[config.mk]
export PLATFORM = sky130hd
export DESIGN_NAME = tcs_top
export DESIGN_NICKNAME = d
export VERILOG_FILES = /design/src/tcs_pkg.sv /design/src/tcs_sense_shift.sv /design/src/tcs_sync.sv /design/src/tcs_top.sv
export SDC_FILE = /design/constraint.sdc
export NUM_CORES = 1
export LEC_CHECK = 0
export BUFFER_PORTS_ARGS = -buffer_cell sky130_fd_sc_hd__buf_2
export CORE_ASPECT_RATIO = 1.25
export CORE_UTILIZATION = 40
export CTS_CLUSTER_SIZE = 28
export DETAILED_ROUTE_END_ITERATION = 8
export GPL_TIMING_DRIVEN = 1
export PLACE_DENSITY = 0.6
export SLEW_MARGIN = 30
export SYNTH_ARGS = -nofsm -noshare
export SYNTH_HDL_FRONTEND = slang
export SYNTH_SLANG_ARGS = --single-unit
export TNS_END_PERCENT = 100
[constraint.sdc]
create_clock -name mclk_in -period 3.55 [get_ports mclk_in]
set_clock_uncertainty 0.15 [all_clocks]
set_input_delay 0.71 -clock mclk_in [delete_from_list [all_inputs] [get_ports mclk_in]]
set_output_delay 0.71 -clock mclk_in [all_outputs]
set_load 0.01 [all_outputs]
[src/tcs_pkg.sv]
// Shared constants for the tape command and sense logic
package tcs_pkg;
  // Command codes on the five command lines
  localparam logic [4:0] CMD_FILE_SEARCH_REV = 5'h0b;
  localparam logic [4:0] CMD_SELECT_PHASE = 5'h13;
  localparam logic [4:0] CMD_SELECT_GROUP = 5'h1b;
  localparam logic [4:0] CMD_READ_SENSE = 5'h19;
  localparam logic [4:0] CMD_DIAGNOSE = 5'h0c;
  // Diagnostic first and second byte values
  localparam logic [7:0] DIAG_FULL = 8'h01;
  localparam logic [7:0] DIAG_LOADED = 8'h02;
  localparam logic [7:0] DIAG_NO_OPTION = 8'h00;
  // Reject codes
  localparam logic [5:0] REJ_NONE = 6'h00;
  localparam logic [5:0] REJ_NOT_READY = 6'h01;
  localparam logic [5:0] REJ_FILE_PROTECT = 6'h05;
  localparam logic [5:0] REJ_NO_ERASE = 6'h06;
  localparam logic [5:0] REJ_SEQUENCE = 6'h07;
  localparam logic [5:0] REJ_NO_READ = 6'h08;
  localparam logic [5:0] REJ_ID_BURST = 6'h09;
  localparam logic [5:0] REJ_NO_WRITE = 6'h0c;
  localparam logic [5:0] REJ_NOISE = 6'h0f;
  localparam logic [5:0] REJ_WRITE_OVERRUN = 6'h10;
  localparam logic [5:0] REJ_READY_LOST = 6'h11;
  // Sense transfer
  localparam int SENSE_BYTES = 8;
  localparam int DIAG_BYTES = 2;
  // Strobe timing
  localparam int CLK_MHZ = 50;
  localparam int STROBE_WIDTH_NS = 400;
  localparam int DATA_SETUP_NS = 300;
  localparam int STROBE_CYCLES = (STROBE_WIDTH_NS * CLK_MHZ) / 1000;
  localparam int SETUP_CYCLES = (DATA_SETUP_NS * CLK_MHZ + 999) / 1000;
  localparam int CNT_W = 8;
endpackage

[src/tcs_sense_shift.sv]
// Sense byte sender: byte on the read bus, then one strobe pulse per byte
`timescale 1ns/1ns
module tcs_sense_shift #(
  parameter int NBYTES = tcs_pkg::SENSE_BYTES
) (
  input wire logic mclk_in, // System clock
  input wire logic reset_n_in, // Asynchronous reset, active low
  input wire logic start_in, // One-cycle start pulse
  input wire logic [8*NBYTES-1:0] snap_in, // Byte 0 in the top lane
  output logic [7:0] data_out, // Read data, bit 7 = line zero
  output logic parity_out, // Odd parity
  output logic strobe_out, // Read strobe pulse
  output logic busy_out // Sequence in progress
);
  typedef enum logic [3:0] {
    TCS_IDLE = 4'b0001,
    TCS_SETUP = 4'b0010,
    TCS_PULSE = 4'b0100,
    TCS_GAP = 4'b1000
  } tcs_shift_state_t;

  tcs_shift_state_t state_reg;
  logic [tcs_pkg::CNT_W-1:0] cnt_reg;
  logic [3:0] idx_reg;
  logic [8*NBYTES-1:0] snap_reg;

  assign busy_out = (state_reg != TCS_IDLE);

  ////////////////////////////////////////////////////////////////////////////
  // Snapshot held for the whole transfer
  always_ff @(posedge mclk_in or negedge reset_n_in)
  begin
    if (!reset_n_in)
      snap_reg <= '0;
    else if (start_in && state_reg == TCS_IDLE)
      snap_reg <= snap_in;
  end

  ////////////////////////////////////////////////////////////////////////////
  // Sequencer
  always_ff @(posedge mclk_in or negedge reset_n_in)
  begin
    if (!reset_n_in)
    begin
      state_reg <= TCS_IDLE;
      cnt_reg <= '0;
      idx_reg <= '0;
      data_out <= 8'h00;
      parity_out <= 1'b1;
      strobe_out <= 1'b0;
    end
    else
    begin
      case (state_reg)
        TCS_IDLE:
        begin
          strobe_out <= 1'b0;
          idx_reg <= '0;
          if (start_in)
          begin
            data_out <= snap_in[8*NBYTES-1 -: 8];
            parity_out <= ~^snap_in[8*NBYTES-1 -: 8];
            cnt_reg <= tcs_pkg::CNT_W'(tcs_pkg::SETUP_CYCLES - 1);
            state_reg <= TCS_SETUP;
          end
        end
        TCS_SETUP:
        begin
          if (cnt_reg == '0)
          begin
            strobe_out <= 1'b1;
            cnt_reg <= tcs_pkg::CNT_W'(tcs_pkg::STROBE_CYCLES - 1);
            state_reg <= TCS_PULSE;
          end
          else
            cnt_reg <= cnt_reg - 1'b1;
        end
        TCS_PULSE:
        begin
          if (cnt_reg == '0)
          begin
            strobe_out <= 1'b0;
            cnt_reg <= tcs_pkg::CNT_W'(tcs_pkg::STROBE_CYCLES - 1);
            state_reg <= TCS_GAP;
          end
          else
            cnt_reg <= cnt_reg - 1'b1;
        end
        TCS_GAP:
        begin
          if (cnt_reg != '0)
            cnt_reg <= cnt_reg - 1'b1;
          else if (idx_reg == 4'(NBYTES - 1))
            state_reg <= TCS_IDLE;
          else
          begin
            idx_reg <= idx_reg + 1'b1;
            data_out <= snap_reg[8*NBYTES-9 - 8*idx_reg -: 8];
            parity_out <= ~^snap_reg[8*NBYTES-9 - 8*idx_reg -: 8];
            cnt_reg <= tcs_pkg::CNT_W'(tcs_pkg::SETUP_CYCLES - 1);
            state_reg <= TCS_SETUP;
          end
        end
        default:
          state_reg <= TCS_IDLE;
      endcase
    end
  end
endmodule

[src/tcs_sync.sv]
// Two flip-flop synchroniser for asynchronous inputs
`timescale 1ns/1ns
module tcs_sync #(
  parameter int WIDTH = 1
) (
  input wire logic mclk_in, // System clock
  input wire logic reset_n_in, // Asynchronous reset, active low
  input wire logic [WIDTH-1:0] async_in, // Unsynchronised input
  output logic [WIDTH-1:0] sync_out // Synchronised output
);
  logic [WIDTH-1:0] meta_reg;

  always_ff @(posedge mclk_in or negedge reset_n_in)
  begin
    if (!reset_n_in)
    begin
      meta_reg <= '0;
      sync_out <= '0;
    end
    else
    begin
      meta_reg <= async_in;
      sync_out <= meta_reg;
    end
  end
endmodule

[src/tcs_top.sv]
// Tape command decode and sense reporting logic
// What this block does
// - Code 01011 searches backward over blocks until a tape mark, no data.
// - Code 10011 selects phase-encoded mode; busy drops; needs unloaded or at BEGINNING_OF_TAPE.
// - Code 11011 selects group-coded mode; busy drops; needs unloaded or at BEGINNING_OF_TAPE.
// - Code 11001 returns exactly eight sense bytes.
// - Each byte is placed on the bus, then the read strobe pulses once.
// - Sense bit 0 is the MSB and drives read data line zero.
// - Odd parity accompanies every sense byte.
// - Byte 1 echoes the last command bits 7 down to 0.
// - Byte 2 carries the eight tape status flags.
// - Byte 3 carries hard errors; bit 4 reads zero.
// - Byte 4 carries BEGINNING_OF_TAPE reached, errors, reject, incomplete, overrun; bit 3 zero.
// - Byte 5 holds diagnostic flag, a zero, then six-bit reject code.
// - Byte 6 bits 0-2 flag corrected reads; one is set when corrected error set.
// - Byte 6 bits 3,4 show gap selection; 5,6 zero; 7 dead parity track.
// - Byte 7 bit n flags dead data track n.
// - Diagnose 01100 takes two write bytes; both busy lines held throughout.
// - First byte 01 full package (unloads), 02 loaded; second byte 00.
// - Reject 1 not ready, 5 write under file protect, 7 illegal sequence.
// - Reject 6 no erase status, 8 no read status, C no write status.
// - Reject 9 ID burst, F noise, 10 overrun at END_OF_TAPE, 11 ready lost.
// - Host presents each write byte after its strobe; no acknowledgement sent.
`timescale 1ns/1ns
module tcs_top #(
  parameter int DIAG_CYCLES = 1000,
  parameter int SEARCH_CYCLES = 100
) (
  input wire logic mclk_in, // 50 MHz clock
  input wire logic reset_n_in, // Asynchronous reset, active low
  input wire logic go_in, // Command start pin
  input wire logic [4:0] command_code_lines_in, // Command code pins
  input wire logic [7:0] cmd_mod_bits_in, // Command modifier bits 7..0
  input wire logic [7:0] write_data_in, // Host write data pins
  input wire logic loaded_in, // Drive loaded
  input wire logic ready_in, // Drive ready
  input wire logic [7:0] tape_status_in, // Byte 2 flags, bit 7 = flag 0
  input wire logic [7:0] hard_err_a_in, // Byte 3 flags
  input wire logic [7:0] hard_err_b_in, // Byte 4 flags
  input wire logic [2:0] corrected_in, // Corrected read kinds, bit 2 = flag 0
  input wire logic [1:0] gap_sel_in, // Gap select: bit 1 +0.3, bit 0 +0.6
  input wire logic dead_parity_in, // Dead parity track
  input wire logic [7:0] dead_track_in, // Dead track n on bit n
  input wire logic tape_mark_in, // Tape mark block seen
  input wire logic [5:0] fault_code_in, // Reject code from motion logic
  input wire logic fault_in, // Motion logic fault event
  output logic formatter_busy_line_out, // Formatter busy
  output logic transfer_busy_line_out, // Data busy
  output logic write_demand_strobe_out, // Write data demand strobe
  output logic [7:0] read_data_out, // Read data, [7] is line zero
  output logic read_parity_out, // Odd parity line
  output logic read_strobe_pulse_out, // Read strobe
  output logic corrected_error_line_out, // Corrected error
  output logic phase_encoded_mode_out, // Mode: 1 PE, 0 GROUP_CODED_MODE
  output logic reverse_search_out, // Backward search motion
  output logic unload_out, // Unload request pulse
  output logic diag_loaded_out // Loaded diagnostic run
);
  typedef enum logic [5:0] {
    TCS_IDLE = 6'b000001,
    TCS_SEARCH = 6'b000010,
    TCS_SENSE = 6'b000100,
    TCS_DIAG_XFER = 6'b001000,
    TCS_DIAG_RUN = 6'b010000,
    TCS_DONE = 6'b100000
  } tcs_state_t;

  function automatic logic [5:0] tcs_mode_check(input logic ld, input logic beginning_of_tape);
    tcs_mode_check = (!ld || beginning_of_tape) ? tcs_pkg::REJ_NONE : tcs_pkg::REJ_SEQUENCE;
  endfunction

  tcs_state_t state_reg;
  logic go_s, go_d_reg, mark_s, ready_s, loaded_s, go_rise;
  logic [4:0] cmd_s;
  logic [7:0] mod_s, wdata_s;
  logic [7:0] last_cmd_reg;
  logic [5:0] reject_reg;
  logic diag_mode_reg;
  logic [15:0] cnt_reg;
  logic [1:0] byte_cnt_reg;
  logic [7:0] diag_sel_reg;
  logic shift_start, shift_busy;
  logic [63:0] snapshot;

  ////////////////////////////////////////////////////////////////////////////
  // Synchronisers
  tcs_sync #(.WIDTH(25)) u_sync (
    .mclk_in(mclk_in),
    .reset_n_in(reset_n_in),
    .async_in({go_in, command_code_lines_in, cmd_mod_bits_in, write_data_in,
      tape_mark_in, ready_in, loaded_in}),
    .sync_out({go_s, cmd_s, mod_s, wdata_s, mark_s, ready_s, loaded_s})
  );

  always_ff @(posedge mclk_in or negedge reset_n_in)
  begin
    if (!reset_n_in)
      go_d_reg <= 1'b0;
    else
      go_d_reg <= go_s;
  end
  assign go_rise = go_s && !go_d_reg;

  ////////////////////////////////////////////////////////////////////////////
  // Sense image, byte 0 in the top lane; bit 7 of each byte is sense bit 0
  assign snapshot = {
    {3'b000, !ready_s, 4'h0},
    last_cmd_reg,
    tape_status_in,
    hard_err_a_in[7:4], 1'b0, hard_err_a_in[2:0],
    hard_err_b_in[7:5], 1'b0, hard_err_b_in[3:0],
    diag_mode_reg, 1'b0, reject_reg,
    corrected_in, gap_sel_in, 2'b00, dead_parity_in,
    {dead_track_in[0], dead_track_in[1], dead_track_in[2], dead_track_in[3],
     dead_track_in[4], dead_track_in[5], dead_track_in[6], dead_track_in[7]}
  };
  assign corrected_error_line_out = |corrected_in;

  tcs_sense_shift #(.NBYTES(tcs_pkg::SENSE_BYTES)) u_shift (
    .mclk_in(mclk_in),
    .reset_n_in(reset_n_in),
    .start_in(shift_start),
    .snap_in(snapshot),
    .data_out(read_data_out),
    .parity_out(read_parity_out),
    .strobe_out(read_strobe_pulse_out),
    .busy_out(shift_busy)
  );

  ////////////////////////////////////////////////////////////////////////////
  // Command state machine
  always_ff @(posedge mclk_in or negedge reset_n_in)
  begin
    if (!reset_n_in)
    begin
      state_reg <= TCS_IDLE;
      last_cmd_reg <= 8'h00;
      reject_reg <= tcs_pkg::REJ_NONE;
      diag_mode_reg <= 1'b0;
      phase_encoded_mode_out <= 1'b1;
      cnt_reg <= '0;
      byte_cnt_reg <= '0;
      diag_sel_reg <= 8'h00;
      shift_start <= 1'b0;
      formatter_busy_line_out <= 1'b0;
      transfer_busy_line_out <= 1'b0;
      write_demand_strobe_out <= 1'b0;
      reverse_search_out <= 1'b0;
      unload_out <= 1'b0;
      diag_loaded_out <= 1'b0;
    end
    else
    begin
      shift_start <= 1'b0;
      unload_out <= 1'b0;
      write_demand_strobe_out <= 1'b0;
      if (fault_in)
        reject_reg <= fault_code_in;
      case (state_reg)
        TCS_IDLE:
        begin
          formatter_busy_line_out <= 1'b0;
          transfer_busy_line_out <= 1'b0;
          if (go_rise)
          begin
            formatter_busy_line_out <= 1'b1;
            if (cmd_s != tcs_pkg::CMD_READ_SENSE)
              last_cmd_reg <= mod_s;
            state_reg <= TCS_DONE;
            if (cmd_s == tcs_pkg::CMD_READ_SENSE)
            begin
              shift_start <= 1'b1;
              state_reg <= TCS_SENSE;
            end
            else if (cmd_s == tcs_pkg::CMD_SELECT_PHASE
              || cmd_s == tcs_pkg::CMD_SELECT_GROUP)
            begin
              reject_reg <= tcs_mode_check(loaded_s, tape_status_in[1]);
              if (tcs_mode_check(loaded_s, tape_status_in[1]) == tcs_pkg::REJ_NONE)
                phase_encoded_mode_out <= (cmd_s == tcs_pkg::CMD_SELECT_PHASE);
            end
            else if (!ready_s)
              reject_reg <= tcs_pkg::REJ_NOT_READY;
            else if (mod_s[2] && tape_status_in[4])
              reject_reg <= tcs_pkg::REJ_FILE_PROTECT;
            else if (cmd_s == tcs_pkg::CMD_FILE_SEARCH_REV)
            begin
              reverse_search_out <= 1'b1;
              cnt_reg <= 16'(SEARCH_CYCLES);
              state_reg <= TCS_SEARCH;
            end
            else if (cmd_s == tcs_pkg::CMD_DIAGNOSE)
            begin
              transfer_busy_line_out <= 1'b1;
              byte_cnt_reg <= '0;
              cnt_reg <= '0;
              state_reg <= TCS_DIAG_XFER;
            end
            else
              reject_reg <= tcs_pkg::REJ_SEQUENCE;
          end
        end
        TCS_SEARCH:
        begin
          // Each clock cycle is counted down; tape mark or timeout stops in the gap
          if (mark_s || cnt_reg == '0)
          begin
            reverse_search_out <= 1'b0;
            state_reg <= TCS_DONE;
          end
          else
            cnt_reg <= cnt_reg - 1'b1;
        end
        TCS_SENSE:
        begin
          if (!shift_start && !shift_busy)
            state_reg <= TCS_DONE;
        end
        TCS_DIAG_XFER:
        begin
          // Demand strobe every 32 cycles; data sampled before the next strobe
          cnt_reg <= cnt_reg + 1'b1;
          if (cnt_reg[4:0] == 5'h01)
            write_demand_strobe_out <= 1'b1;
          if (cnt_reg[4:0] == 5'h1f)
          begin
            byte_cnt_reg <= byte_cnt_reg + 1'b1;
            if (byte_cnt_reg == 2'd0)
              diag_sel_reg <= wdata_s;
            else
            begin
              cnt_reg <= 16'(DIAG_CYCLES);
              if ((diag_sel_reg == tcs_pkg::DIAG_FULL
                || diag_sel_reg == tcs_pkg::DIAG_LOADED)
                && wdata_s == tcs_pkg::DIAG_NO_OPTION)
              begin
                diag_mode_reg <= 1'b1;
                diag_loaded_out <= (diag_sel_reg == tcs_pkg::DIAG_LOADED);
                unload_out <= (diag_sel_reg == tcs_pkg::DIAG_FULL);
                state_reg <= TCS_DIAG_RUN;
              end
              else
              begin
                reject_reg <= tcs_pkg::REJ_SEQUENCE;
                state_reg <= TCS_DONE;
              end
            end
          end
        end
        TCS_DIAG_RUN:
        begin
          if (cnt_reg == '0)
          begin
            diag_mode_reg <= 1'b0;
            diag_loaded_out <= 1'b0;
            state_reg <= TCS_DONE;
          end
          else
            cnt_reg <= cnt_reg - 1'b1;
        end
        TCS_DONE:
        begin
          formatter_busy_line_out <= 1'b0;
          transfer_busy_line_out <= 1'b0;
          if (!go_s)
            state_reg <= TCS_IDLE;
        end
        default:
          state_reg <= TCS_IDLE;
      endcase
    end
  end
endmodule

==> metrics <==
run status completed; detailed-route wire length 18.23 mm; Synth Area in Adders 1.337%; standby leakage power 0.004399 uW; # diodes 0; vias in the first global route 6118; commonest cells after routing, fill and taps aside sky130_fd_sc_hd__dfrtp_1, sky130_fd_sc_hd__buf_2, sky130_fd_sc_hd__nand2_1; number of distinct standard cells referenced by the synthesized netlist 70; starting density of the core 40.60%; Horiz. Die Dim 131.8 um; post-detail-place hpwl 12.79 mm; number of failing setup endpoints in the final timing report 0; Congestion Overflow GR 0; final worst path period need 2989 ps; full die area 0.02164 mm^2; ratio of final minimum period to clock period 84.21%; die outline height 164.2 um; H-tree depth 4; pin count of the biggest net entering global routing 80; number of input and output port buffers inserted 87; DR vias 6010; category of the worst setup path capture point register; summed instance area of the synthesized netlist 0.008422 mm^2; share of layout cells above drive strength 1 27.09%; Maximum Capacitance Violations 0; synthesized area divided by synthesized cell count 11.05 um^2; number of clock buffers inserted by TritonCTS 17; post-CTS setup-driven buffer insertion count 0; remaining max-slew budget at the tightest pin 49.12%; per-cell routed wire length 16.08 um; most common cell after layout, fill and taps aside sky130_fd_sc_hd__dfrtp_1; setup TNS 0 ps; worst skew pair latency 440 ps; Synth Area in XOR/XNOR 1.738%; transition time at the pin with the least slew margin 759.0 ps; average vias per placed instance 5.300; Seq/Total Area, Yosys 54.73%; Hold WS 137.9 ps; dominant combinational cell family by area after synthesis simple AND/OR/NAND/NOR gates; global routing usage summed across all routing layers 18.23%; number of flip-flops and latches in the synthesized netlist 184; Row Count 59; I/O pin cnt 90; largest voltage drop on the vdd net 358.6 uV; post-synthesis share of cell area spent on and, or, nand and nor gates 14.54%; maximum fanout count along the critical path 8; CTS tree yes; wire length of the first global-routing pass 31.16 mm; syn nets 843; highest clock frequency the design can meet 334.5 MHz; Min-Delay Path Class in2async; EDFF count, synth 0; Critical Path AT 3200 ps; Reg clk slew, reported paths 80 ps; startpoint type of the worst setup path register; antenna-violating nets left 0; compound-gate portion of the synthesized area 13.70%; P per Cell Area 579.5 mW/mm^2; Max Transition Viols Final 0; Post-Synthesis Cells 762; core region area 0.02074 mm^2; layout-stage area growth over the synthesis result 16.73%; number of hold violations in the final report 0; number of nets in the final layout 928; antenna violations before repair 0; clock sink count 184; data required time at the worst endpoint 3760 ps; portion of netlist area occupied by mux cells 11.23%; final routed DRC violation total 0; Setup Crit Path Kind reg2reg; top flip-flop cell by instance count after synthesis sky130_fd_sc_hd__dfrtp_1; clock root cell sky130_fd_sc_hd__clkbuf_16; number of gates resized after cts 0; share of synthesized flip-flops with an asynchronous set or reset 100.0%; number of flip-flops in the largest register 52; number of DRC markers in iteration 0 320; synth warn 0; number of buffers on the longest clock path 2; placer's final routability congestion estimate 0.8343; number of buffers inserted for hold repair after clock tree synthesis 0; RSZ-0062 raised after global routing false; first-pass iteration count of the detailed router 5
[Yosys cell counts (all sizes together), types with 5 or more instances]
master  count  area, um^2
nor2       49       183.9
xor2        7       68.82
nor2b       8       50.05
a221oi      5       43.79
and3       10       62.56
nand3b      7       52.55
nor4       10       68.81
o31ai      10       75.07
xnor2       5       77.58
inv        13       48.80
nand3      24       120.1
a22o        8       70.07
a31oi      10       62.56
nand2      72       270.3
o21ai      73       365.4
nor3       18       95.09
mux2i      12       120.1
ha          9       112.6
a21oi      37       185.2
nand2b     12       75.07
buf        11       75.07
mux2       69       780.7
dfrtp     180        4504
clkbuf     28       105.1
[area by class of cell]
type | instances | area (um^2)
clock buffer | 17 | 425.4
clock inverter | 15 | 226.5
fill | 1922 | 10910
inverter | 13 | 48.80
multi-input combinational | 526 | 3586
sequential | 184 | 4609
tap | 274 | 342.8
timing repair buffer | 105 | 591.8
[critical path, cell delays in order, from the launching register on]
cell and delay, ps:
sky130_fd_sc_hd__dfrtp_1 430, sky130_fd_sc_hd__ha_1 330, sky130_fd_sc_hd__xnor2_4 350, sky130_fd_sc_hd__mux2_2 390, sky130_fd_sc_hd__a22oi_1 150, sky130_fd_sc_hd__nand3_1 160, sky130_fd_sc_hd__xnor2_2 180, sky130_fd_sc_hd__xnor2_2 280
sky130_fd_sc_hd__a211oi_1 130, sky130_fd_sc_hd__o21a_1 210, sky130_fd_sc_hd__a41oi_2 140
[through the flow]
stage | instance area (um^2) | util, % | instances | setup slack [ps] | power (uW)
after global routing | 9831 | 47.39 | 1134 | 396.7 | 6020
after global placement | 9179 | 44.25 | 1102 | 599.9 | 3703
final | 9831 | 47.39 | 1134 | 560.6 | 5697
after detailed placement | 9179 | 44.25 | 1102 | 573.8 | 3732
after CTS | 9831 | 47.39 | 1134 | 560.9 | 5757
after floorplan | 8422 | - | 762 | 901.1 | 3392
[final timing paths]
kind                                                start                              to  slack, ps  depth (start not counted)
max                        u_shift.idx_reg[1]$_DFFE_PN0P_  u_shift.parity_out$_DFFE_PN1P_        560                         10
min                                            reset_n_in         cnt_reg[14]$_DFFE_PN0P_        140                          1
max reg2reg                u_shift.idx_reg[1]$_DFFE_PN0P_  u_shift.parity_out$_DFFE_PN1P_        560                         10
min reg2reg                 u_sync.meta_reg[21]$_DFF_PN0_   u_sync.sync_out[21]$_DFF_PN0_        190                          0
max in group asynchronous                      reset_n_in       diag_mode_reg$_DFFE_PN0P_       2340                          2
min in group mclk_in        u_sync.meta_reg[21]$_DFF_PN0_   u_sync.sync_out[21]$_DFF_PN0_        190                          0
[routing by layer]
metal / up-vias / routed length [um] / global-route usage (%)
met3: 15 / 529 / 3.302
met4: 0 / 242 / 6.395
met2: 122 / 8995 / 30.47
li1: 2931 / - / -
met5: - / 0 / 0
met1: 2942 / 8467 / 23.81
[cell families (layout without fill, tap and decap cells)]
| kind of cell | count (synthesis) | count (layout) |
|---|---|---|
| AO/OA/AOI/OAI | 183 | 183 |
| XOR/XNOR | 12 | 12 |
| adder cells (fa/ha/maj) | 9 | 9 |
| buffers and inverters | 52 | 150 |
| flip-flops | 184 | 184 |
| multiplexers | 83 | 83 |
| AND/OR/NAND/NOR | 239 | 239 |
[power breakdown]
| part | switching [uW] | total, uW | internal, uW |
|---|---|---|---|
| registers | 250 | 2650 | 2400 |
| clock network | 962 | 2000 | 1040 |
| logic | 593 | 1040 | 451 |
| total | 1810 | 5700 | 3890 |
(Power assumes the default switching activity.)
